**config.mk**
```make
export PLATFORM = sky130hd
export DESIGN_NAME = eiu_top
export DESIGN_NICKNAME = d
export VERILOG_FILES = /design/src/hw/eiu_pkg.sv /design/src/hw/eiu_sense.sv /design/src/hw/eiu_top.sv
export SDC_FILE = /design/constraint.sdc
export NUM_CORES = 1
export LEC_CHECK = 0
export BUFFER_PORTS_ARGS = -buffer_cell sky130_fd_sc_hd__buf_2
export CAP_MARGIN = 5
export CORE_MARGIN = 1.5
export CORE_UTILIZATION = 41
export DETAILED_ROUTE_END_ITERATION = 8
export GPL_ROUTABILITY_DRIVEN = 0
export PLACE_DENSITY = 0.74
export SYNTH_ARGS = -nofsm -noshare
export SYNTH_HDL_FRONTEND = slang
export SYNTH_SLANG_ARGS = --single-unit
```
**constraint.sdc**
```tcl
create_clock -name CLK_SYS -period 1.3 [get_ports CLK_SYS]
set_input_delay 0.065 -clock CLK_SYS [delete_from_list [all_inputs] [get_ports CLK_SYS]]
set_output_delay 0.065 -clock CLK_SYS [all_outputs]
set_load 0.01 [all_outputs]
```
**src/hw/eiu_pkg.sv**
```systemverilog
// eiu_pkg: shared constants and carriers for the external interrupt unit
// assumes a single system clock; all control arrives as plain ports
package eiu_pkg;
    localparam int NUM_LINES = 8;
    localparam int SYNC_STAGES = 2;
    localparam int VOTE_DEPTH = 3;
    localparam logic [NUM_LINES-1:0] LINES_RST = 8'h00;

    typedef logic [NUM_LINES-1:0] eiu_lines_t;

    // static per-line sensing configuration
    typedef struct packed {
        eiu_lines_t level_mode;   // 0 edge, 1 level
        eiu_lines_t edge_rise;    // edge: 0 falling, 1 rising
        eiu_lines_t level_high;   // level: 0 low, 1 high
        eiu_lines_t filter_on;
        eiu_lines_t async_mode;
    } eiu_cfg_s;

    // write-one strobes, one cycle each
    typedef struct packed {
        eiu_lines_t enable_set;
        eiu_lines_t enable_clr;
        eiu_lines_t prop_set;
        eiu_lines_t prop_clr;
        eiu_lines_t pend_clr;
    } eiu_cmd_s;

    // majority of three samples
    function automatic logic eiu_vote(input logic [2:0] s);
        eiu_vote = (s[0] & s[1]) | (s[0] & s[2]) | (s[1] & s[2]);
    endfunction : eiu_vote
endpackage : eiu_pkg

```
**src/hw/eiu_sense.sv**
```systemverilog
// eiu_sense: one line's synchroniser, condition, filter and trigger detect
// assumes pin is asynchronous to CLK_SYS; config held stable by software
`timescale 1ns/1ps
module eiu_sense (
    input wire logic clk,
    input wire logic rst,
    input wire logic pin,
    input wire logic level_mode,
    input wire logic edge_rise,
    input wire logic level_high,
    input wire logic filter_on,
    input wire logic async_mode,
    output logic trig,
    output logic async_hit
);
    import eiu_pkg::*;

    logic [SYNC_STAGES-1:0] sync;
    logic [SYNC_STAGES-1:0] next_sync;
    logic [VOTE_DEPTH-1:0] hist;
    logic [VOTE_DEPTH-1:0] next_hist;
    logic prev_cond;
    logic next_prev_cond;
    logic pin_s;
    logic cond;
    logic hi_sense;
    logic is_level;

    // async routing turns edges into levels of the edge polarity
    assign is_level = level_mode | async_mode;
    assign hi_sense = level_mode ? level_high : edge_rise;
    assign pin_s = sync[SYNC_STAGES-1];
    assign cond = (pin_s == hi_sense);

    // wake path looks at the raw pin so it does not wait on the clock
    assign async_hit = async_mode & (pin == hi_sense);

    // two-stage synchroniser and vote history
    always_comb begin
        next_sync = {sync[SYNC_STAGES-2:0], pin};
        next_hist = {hist[VOTE_DEPTH-2:0], cond};
        next_prev_cond = trig_cond();
    end

    function automatic logic trig_cond();
        // filter bypassed in async mode
        trig_cond = (filter_on & ~async_mode) ? eiu_vote(hist) : cond;
    endfunction : trig_cond

    // edge: condition rises; level: condition stands
    assign trig = is_level ? trig_cond() : (trig_cond() & ~prev_cond);

    always_ff @(posedge clk) begin
        if (rst) begin
            sync <= '0;
            hist <= '0;
            prev_cond <= 1'b0;
        end else begin
            sync <= next_sync;
            hist <= next_hist;
            prev_cond <= next_prev_cond;
        end
    end
endmodule : eiu_sense

```
**src/hw/eiu_top.sv**
```systemverilog
// eiu_top: external interrupt unit, pins to interrupt controller
// assumes pins asynchronous, control strobes synchronous to CLK_SYS
// How it works
// - each line picks rise, fall, high or low
// - trigger-type zero is edge, one is level
// - edge polarity zero falling, one rising
// - level bit zero low, one high
// - prop-set unmasks, prop-clear masks a line
// - mask view readable per line
// - pending sticks until cleared or line disabled
// - enable and disable strobes, enable state readable
// - masked trigger still pends and raises wake
// - disabled line holds pending at zero
// - disable strobe also clears pending
// - pins synchronised, two cycles of latency
// - filter takes majority of last three samples
// - async mode makes edges levels, no filter
`timescale 1ns/1ps
module eiu_top (
    input wire logic CLK_SYS,
    input wire logic RST,
    input wire eiu_pkg::eiu_lines_t EXT_PIN,
    input wire eiu_pkg::eiu_cfg_s CFG,
    input wire eiu_pkg::eiu_cmd_s CMD,
    output eiu_pkg::eiu_lines_t ENABLE_VIEW,
    output eiu_pkg::eiu_lines_t MASK_VIEW,
    output eiu_pkg::eiu_lines_t PENDING,
    output eiu_pkg::eiu_lines_t IRQ_OUT,
    output logic WAKE_REQUEST_OUT
);
    import eiu_pkg::*;

    eiu_lines_t enabled;
    eiu_lines_t next_enabled;
    eiu_lines_t unmasked;
    eiu_lines_t next_unmasked;
    eiu_lines_t pend;
    eiu_lines_t next_pend;
    eiu_lines_t trig;
    eiu_lines_t async_hit;
    eiu_lines_t trig_d;

    // one sensing slice per line
    for (genvar i = 0; i < NUM_LINES; i++) begin : g_line
        eiu_sense u_sense (
            .clk(CLK_SYS),
            .rst(RST),
            .pin(EXT_PIN[i]),
            .level_mode(CFG.level_mode[i]),
            .edge_rise(CFG.edge_rise[i]),
            .level_high(CFG.level_high[i]),
            .filter_on(CFG.filter_on[i]),
            .async_mode(CFG.async_mode[i]),
            .trig(trig[i]),
            .async_hit(async_hit[i])
        );
    end

    // enable, mask and pending next values; clear wins over set for enable and mask
    always_comb begin
        // set only where a one is written, clear likewise
        next_enabled = (enabled | CMD.enable_set) & ~CMD.enable_clr;
        next_unmasked = (unmasked | CMD.prop_set) & ~CMD.prop_clr;
        next_pend = (pend & ~CMD.pend_clr) | (trig & enabled);
        // disable beats a simultaneous trigger so the flag cannot linger
        next_pend = next_pend & next_enabled;
    end

    always_ff @(posedge CLK_SYS) begin
        if (RST) begin
            enabled <= LINES_RST;
            unmasked <= LINES_RST;
            pend <= LINES_RST;
        end else begin
            enabled <= next_enabled;
            unmasked <= next_unmasked;
            pend <= next_pend;
        end
    end

    assign trig_d = trig & enabled;
    assign ENABLE_VIEW = enabled;
    assign MASK_VIEW = unmasked;
    assign PENDING = pend;
    // masked lines pend but never reach the controller
    assign IRQ_OUT = pend & unmasked;
    // wake from any enabled pending line, or at once from an enabled async pin
    assign WAKE_REQUEST_OUT = |(pend | (async_hit & enabled));

    property p_pend_zero_when_off;
        @(posedge CLK_SYS) disable iff (RST)
        ##1 ((pend & ~enabled) == '0);
    endproperty
    a_pend_zero_when_off: assert property (p_pend_zero_when_off)
        else $error("pending set on disabled line");

    property p_disable_clears;
        @(posedge CLK_SYS) disable iff (RST)
        (CMD.enable_clr != '0) |=> ((pend & $past(CMD.enable_clr)) == '0);
    endproperty
    a_disable_clears: assert property (p_disable_clears)
        else $error("disable left pending set");

    property p_trig_sets_pend;
        @(posedge CLK_SYS) disable iff (RST)
        ((trig_d & ~CMD.enable_clr) != '0) |=>
            ((pend & $past(trig_d & ~CMD.enable_clr)) ==
            $past(trig_d & ~CMD.enable_clr));
    endproperty
    a_trig_sets_pend: assert property (p_trig_sets_pend)
        else $error("trigger did not set pending");

    property p_pend_sticky;
        @(posedge CLK_SYS) disable iff (RST)
        (pend[0] && !CMD.pend_clr[0] && !CMD.enable_clr[0]) |=> pend[0];
    endproperty
    a_pend_sticky: assert property (p_pend_sticky)
        else $error("pending dropped without clear");

    property p_masked_no_irq;
        @(posedge CLK_SYS) disable iff (RST)
        ((IRQ_OUT & ~MASK_VIEW) == '0);
    endproperty
    a_masked_no_irq: assert property (p_masked_no_irq)
        else $error("masked line reached controller");

    // a pending line wakes the system whether masked or not
    property p_pend_wakes;
        @(posedge CLK_SYS) disable iff (RST)
        (pend != '0) |-> WAKE_REQUEST_OUT;
    endproperty
    a_pend_wakes: assert property (p_pend_wakes)
        else $error("pending line without wake");

    property p_mask_set_clr;
        @(posedge CLK_SYS) disable iff (RST)
        (CMD.prop_set[0] && !CMD.prop_clr[0]) |=> MASK_VIEW[0] ##1 (MASK_VIEW[0] || $past(CMD.prop_clr[0]));
    endproperty
    a_mask_set_clr: assert property (p_mask_set_clr)
        else $error("mask set strobe lost");

    property p_enable_hold;
        @(posedge CLK_SYS) disable iff (RST)
        (CMD.enable_set == '0 && CMD.enable_clr == '0) |=> $stable(ENABLE_VIEW);
    endproperty
    a_enable_hold: assert property (p_enable_hold)
        else $error("enable changed without strobe");

    property p_enable_set;
        @(posedge CLK_SYS) disable iff (RST)
        (CMD.enable_set[0] && !CMD.enable_clr[0]) |=> ENABLE_VIEW[0];
    endproperty
    a_enable_set: assert property (p_enable_set)
        else $error("enable strobe not taken");

    // a clear strobe drops the flag unless a trigger lands with it
    property p_pend_clear;
        @(posedge CLK_SYS) disable iff (RST)
        ((CMD.pend_clr & ~trig_d) != '0) |=> ((pend & $past(CMD.pend_clr & ~trig_d)) == '0);
    endproperty
    a_pend_clear: assert property (p_pend_clear)
        else $error("pending clear strobe lost");

    // trigger beats a clear in the same cycle so no event is lost
    property p_trig_beats_clear;
        @(posedge CLK_SYS) disable iff (RST)
        ((trig_d & CMD.pend_clr & ~CMD.enable_clr) != '0) |=>
            ((pend & $past(trig_d & CMD.pend_clr & ~CMD.enable_clr)) != '0);
    endproperty
    a_trig_beats_clear: assert property (p_trig_beats_clear)
        else $error("clear swallowed a trigger");

    // no flag appears without an enabled trigger behind it
    property p_pend_needs_trig;
        @(posedge CLK_SYS) disable iff (RST)
        ##1 ((pend & ~$past(pend | trig_d)) == '0);
    endproperty
    a_pend_needs_trig: assert property (p_pend_needs_trig)
        else $error("pending set without trigger");

    // mask clear strobe masks every written line
    property p_mask_clr;
        @(posedge CLK_SYS) disable iff (RST)
        (CMD.prop_clr != '0) |=> ((MASK_VIEW & $past(CMD.prop_clr)) == '0);
    endproperty
    a_mask_clr: assert property (p_mask_clr)
        else $error("mask clear strobe lost");

    // mask set strobe unmasks every written line unless the same line is also cleared
    property p_mask_set_all;
        @(posedge CLK_SYS) disable iff (RST)
        ((CMD.prop_set & ~CMD.prop_clr) != '0) |=>
            ((MASK_VIEW & $past(CMD.prop_set & ~CMD.prop_clr)) ==
            $past(CMD.prop_set & ~CMD.prop_clr));
    endproperty
    a_mask_set_all: assert property (p_mask_set_all)
        else $error("mask set strobe missed a line");

    // mask view only moves on a strobe
    property p_mask_hold;
        @(posedge CLK_SYS) disable iff (RST)
        (CMD.prop_set == '0 && CMD.prop_clr == '0) |=> $stable(MASK_VIEW);
    endproperty
    a_mask_hold: assert property (p_mask_hold)
        else $error("mask changed without strobe");

    // disable strobe turns every written line off
    property p_enable_clr;
        @(posedge CLK_SYS) disable iff (RST)
        (CMD.enable_clr != '0) |=> ((ENABLE_VIEW & $past(CMD.enable_clr)) == '0);
    endproperty
    a_enable_clr: assert property (p_enable_clr)
        else $error("disable strobe lost");

    // enable strobe turns every written line on unless the same line is also cleared
    property p_enable_set_all;
        @(posedge CLK_SYS) disable iff (RST)
        ((CMD.enable_set & ~CMD.enable_clr) != '0) |=>
            ((ENABLE_VIEW & $past(CMD.enable_set & ~CMD.enable_clr)) ==
            $past(CMD.enable_set & ~CMD.enable_clr));
    endproperty
    a_enable_set_all: assert property (p_enable_set_all)
        else $error("enable strobe missed a line");

    // an enabled async line at its active level wakes without a clock
    property p_async_wake;
        @(posedge CLK_SYS) disable iff (RST)
        ((async_hit & enabled) != '0) |-> WAKE_REQUEST_OUT;
    endproperty
    a_async_wake: assert property (p_async_wake)
        else $error("async line did not wake");
endmodule : eiu_top

```
==> metrics.md <==
| Metric | Value |
|---|---|
| Worst-path maximum fanout | 2 |
| Violated checks | negative setup slack |
| Max Slew Vio Count | 0 |
| Top cells by area, synth | dfxtp_1, nor2b_1, mux2i_1, nor2_1, maj3_1 |
| Area Growth Syn to Fin | 55.23% |
| Root Driver | clkbuf_8 |
| Yosys top cell by area | dfxtp_1 |
| Later-pin clock latency in the skew report | 0.33 ns |
| Maximum clock frequency | 500.0 MHz |
| Critical Path Slowest Stage Cell | or4_4 |
| Share of the synthesized area in the top cell type | 0.5424 |
| Slew HR | 0.7576 |
| R2R Path End | MASK_VIEW[4]$_SDFF_PP0_ |
| Crit Path Class | register to output port |
| Ratio of cells with drive above 1 in the final layout | 0.3786 |
| Worst path depth | 5 |
| Fill cells | 538 |
| Post-Synthesis Cells | 271 |
| Initial antenna violation count | 0 |
| DP Wirelength | 4542 um |
| Die span in x | 83.51 um |
| R2R depth | 3 |
| Crit-path cells | or4_4, nor2_4, o221ai_2, or4_4, buf_6 |
| Area share of xor/xnor cells in the synthesized design | 0.05273 |
| CP endpoint kind | output port |
| Reg2reg setup slack | 0.11 ns |
| CP Data Arrival Time | 1.94 ns |
| ANT nets after route | 0 |
| Leakage | 1.948 nW |
| Via density per instance | 4.567 |
| Ports | 123 |
| Max-cap violations | 0 |
| Slowest stage delay, CP | 0.54 ns |
| Ant. Diodes | 0 |
| DR WL/cell | 11.81 um |
| Multi-input gate area | 0.001216 sq mm |
| R2r startpoint | MASK_VIEW[4]$_SDFF_PP0_ |
| Post-synthesis sequential area ratio | 0.5424 |
| Least-Margin Pin Slew | 0.3609 ns |
| Routed wl met3 | 429 um |
| CP top delay family | simple AND/OR/NAND/NOR gates |
| Clock Skews | 0.007129 ns |
| Mean Syn Cell Area | 9.806 sq um |
| Global-route wire length before repair | 10430 um |
| CTS Buffer Depth | 2 |
| Die H | 83.51 um |
| Final setup viols | 1 |
| Postcts setup bufs | 0 |
| Initial Util | 0.4209 |
| Synthesized cell area | 0.002658 sq mm |
| Cell Pwr Density | 1254 mW/mm^2 |
| Placed inst area | 0.003552 sq mm |
| Number of global-route vias before repair | 2412 |
| Met2 Routed Length | 2919 um |
| CP required | 1.24 ns |
| Detailed Routing Iterations Pass 1 | 4 |
| Worst setup path end | WAKE_REQUEST_OUT |
| Compound-Gate Fraction of Synth Area | 0.02542 |
| Storage cell area | 0.001444 sq mm |
| Clk sinks | 72 |
| Post-route design area | 0.004125 sq mm |
| Setup WS pre-CTS | -0.3644 ns |
| Mux cell area share after synthesis | 0.06026 |
| Setup ws final | -0.7002 ns |
| Combinational family with the most area after synthesis | simple AND/OR/NAND/NOR gates |
| DRC viols | 0 |
| DRT Wirelength | 6304 um |
| Peak VDD IR | 686.3 uV |
| Seq cells post-synth | 72 |
| Pin count of the biggest net entering global routing | 32 |
| Cell mode on critical path | or4_4 |
| GRT Util Overall | 0.1891 |
| Status | complete, but fails checks |
| Row count | 29 |
| Min Tclk post-route | 2.000 ns |
| Top sig layer | met4 |
| GRT overflow | 0 |
| Core area | 0.006314 sq mm |
| RSZ-0062 raised after global routing | yes |
| Syn Nets | 361 |
| Hold Violations, Final | 0 |
| Hold crit path type | input pin to register |
| Synth Area in Adders | 0.03013 |
| TritonCTS clock tree | done |
| # port buffers | 122 |
| Clock-pin transition on the worst setup and hold timing paths | 0.07 ns |
| WHS | 0.001204 ns |
| Met1 WL | 2879 um |
| CP Launch Type | register |
| Count of cell types in the netlist | 19 |
| Simple-Gate Fraction of Synth Area | 0.2792 |
| # nets final | 542 |
| Period utilization | 1.539 |
| H-tree levels | 3 |
| Initial drt markers | 55 |
| Beginning of the critical path | PENDING[4]$_SDFF_PP0_ |
| Pwr Total | 5.175 mW |
| Vias post-DR | 2439 |
| WP buf/inv | 1 |
| Yosys warns | 0 |
| Die area | 0.006974 sq mm |
| CTS Buf Count | 9 |
==> synth_stat cells, drive strengths merged <==
cell    count
xnor2       8
maj3        8
or4         3
clkbuf      7
o221ai      1
nand3       8
mux2i      16
nand2      16
dfxtp      72
o22ai       3
xor2        8
nor2       33
and2        8
o21ai       8
nand3b      8
nor2b      48
nor3       16
==> sequential cells by signal, summed over array words and instances (netlist names) <==
name	count
g_line.u_sense.hist	24
g_line.u_sense.sync	16
ENABLE_VIEW	8
MASK_VIEW	8
PENDING	8
g_line.u_sense.prev_cond	8
==> kinds of logic (layout without fill, tap and decap cells) <==
family	after synthesis	after routing
AND/OR/NAND/NOR	140	140
buffers and inverters	7	193
adder cells (fa/ha/maj)	8	8
XOR/XNOR	16	16
AO/OA/AOI/OAI	12	12
flip-flops	72	72
multiplexers	16	16
==> final cells by class <==
cell class	count	share of cell area
Multi-Input combinational cell	192	0.2948
Timing Repair Buffer	177	0.2702
Clock inverter	5	0.02487
Sequential cell	72	0.3500
Clock buffer	11	0.03670
Tap cell	77	0.02335
==> power by group <==
part	leakage [nW]	internal, mW	switching [mW]
Sequential	0.593	2.32	0.0489
Clock	0.126	1.38	0.796
Combinational	1.23	0.376	0.258
==> repair_timing <==
action                     4_1_cts  5_1_grt
pin swaps                        1        2
hold endpoints to repair        22        0
setup endpoints to repair        1        2
gates resized for setup          2        5
hold buffers                    29        0
==> metrics by stage <==
step / TNS [ns] / std cells / util
floorplan: -0.2274 / 271 / -
global placement: -0.3662 / 489 / 0.5626
detailed placement: -0.3644 / 489 / 0.5626
CTS: -0.7412 / 534 / 0.6498
global route: -0.7632 / 534 / 0.6534
finish: -0.7002 / 534 / 0.6534
==> worst register-to-register path: stages (launching register included) <==
cell and delay, ns:
dfxtp_1 0.36, nor2_1 0.06, nor3_1 0.14, dlygate4sd3_1 0.57
==> worst min-delay path by stage <==
stage	start	endpoint	slack [ns]	depth (start not counted)
4_1_cts	CMD[18]	MASK_VIEW[2]$_SDFF_PP0_	0.004	3
3_5_place_dp	CMD[8]	MASK_VIEW[0]$_SDFF_PP0_	0.23	2
5_1_grt	EXT_PIN[7]	g_line[7].u_sense.sync[0]$_SDFF_PP0_	0.01	2
6_report	EXT_PIN[7]	g_line[7].u_sense.sync[0]$_SDFF_PP0_	0.001	2
3_3_place_gp	CMD[14]	MASK_VIEW[6]$_SDFF_PP0_	0.23	2
2_1_floorplan	CMD[8]	MASK_VIEW[0]$_SDFF_PP0_	0.14	1
==> per-layer routing <==
layer,vias to the layer above,track usage
li1,1259,-
met1,1078,0.2345
met2,95,0.3215
met3,7,0.04055
met4,0,0.07601
met5,-,0
==> cell usage in the layout, fill, tap and decap left out <==
cell | netlist | layout
dfxtp_1 | 72 | 70
nand3_1 | 8 | 8
buf_4 | 0 | 25
xor2_1 | 8 | 8
clkinv_2 | 0 | 1
and2_1 | 7 | 7
or4_4 | 1 | 3
nand2_1 | 16 | 16
nor2_4 | 0 | 1
o21ai_0 | 8 | 8
nor2_1 | 33 | 32
buf_2 | 0 | 121
nor3_2 | 0 | 1
o22ai_1 | 3 | 3
dfxtp_2 | 0 | 2
maj3_1 | 8 | 8
and2_2 | 1 | 1
o221ai_2 | 0 | 1
buf_12 | 0 | 1
nor2b_1 | 48 | 48
clkbuf_8 | 0 | 11
bufinv_16 | 0 | 3
clkinvlp_4 | 0 | 1
nor3_1 | 16 | 15
nand3b_1 | 8 | 8
xnor2_1 | 8 | 8
dlygate4sd3_1 | 0 | 29
mux2i_1 | 16 | 16
buf_6 | 0 | 1
No activity file was read; power rests on OpenSTA's default activity.
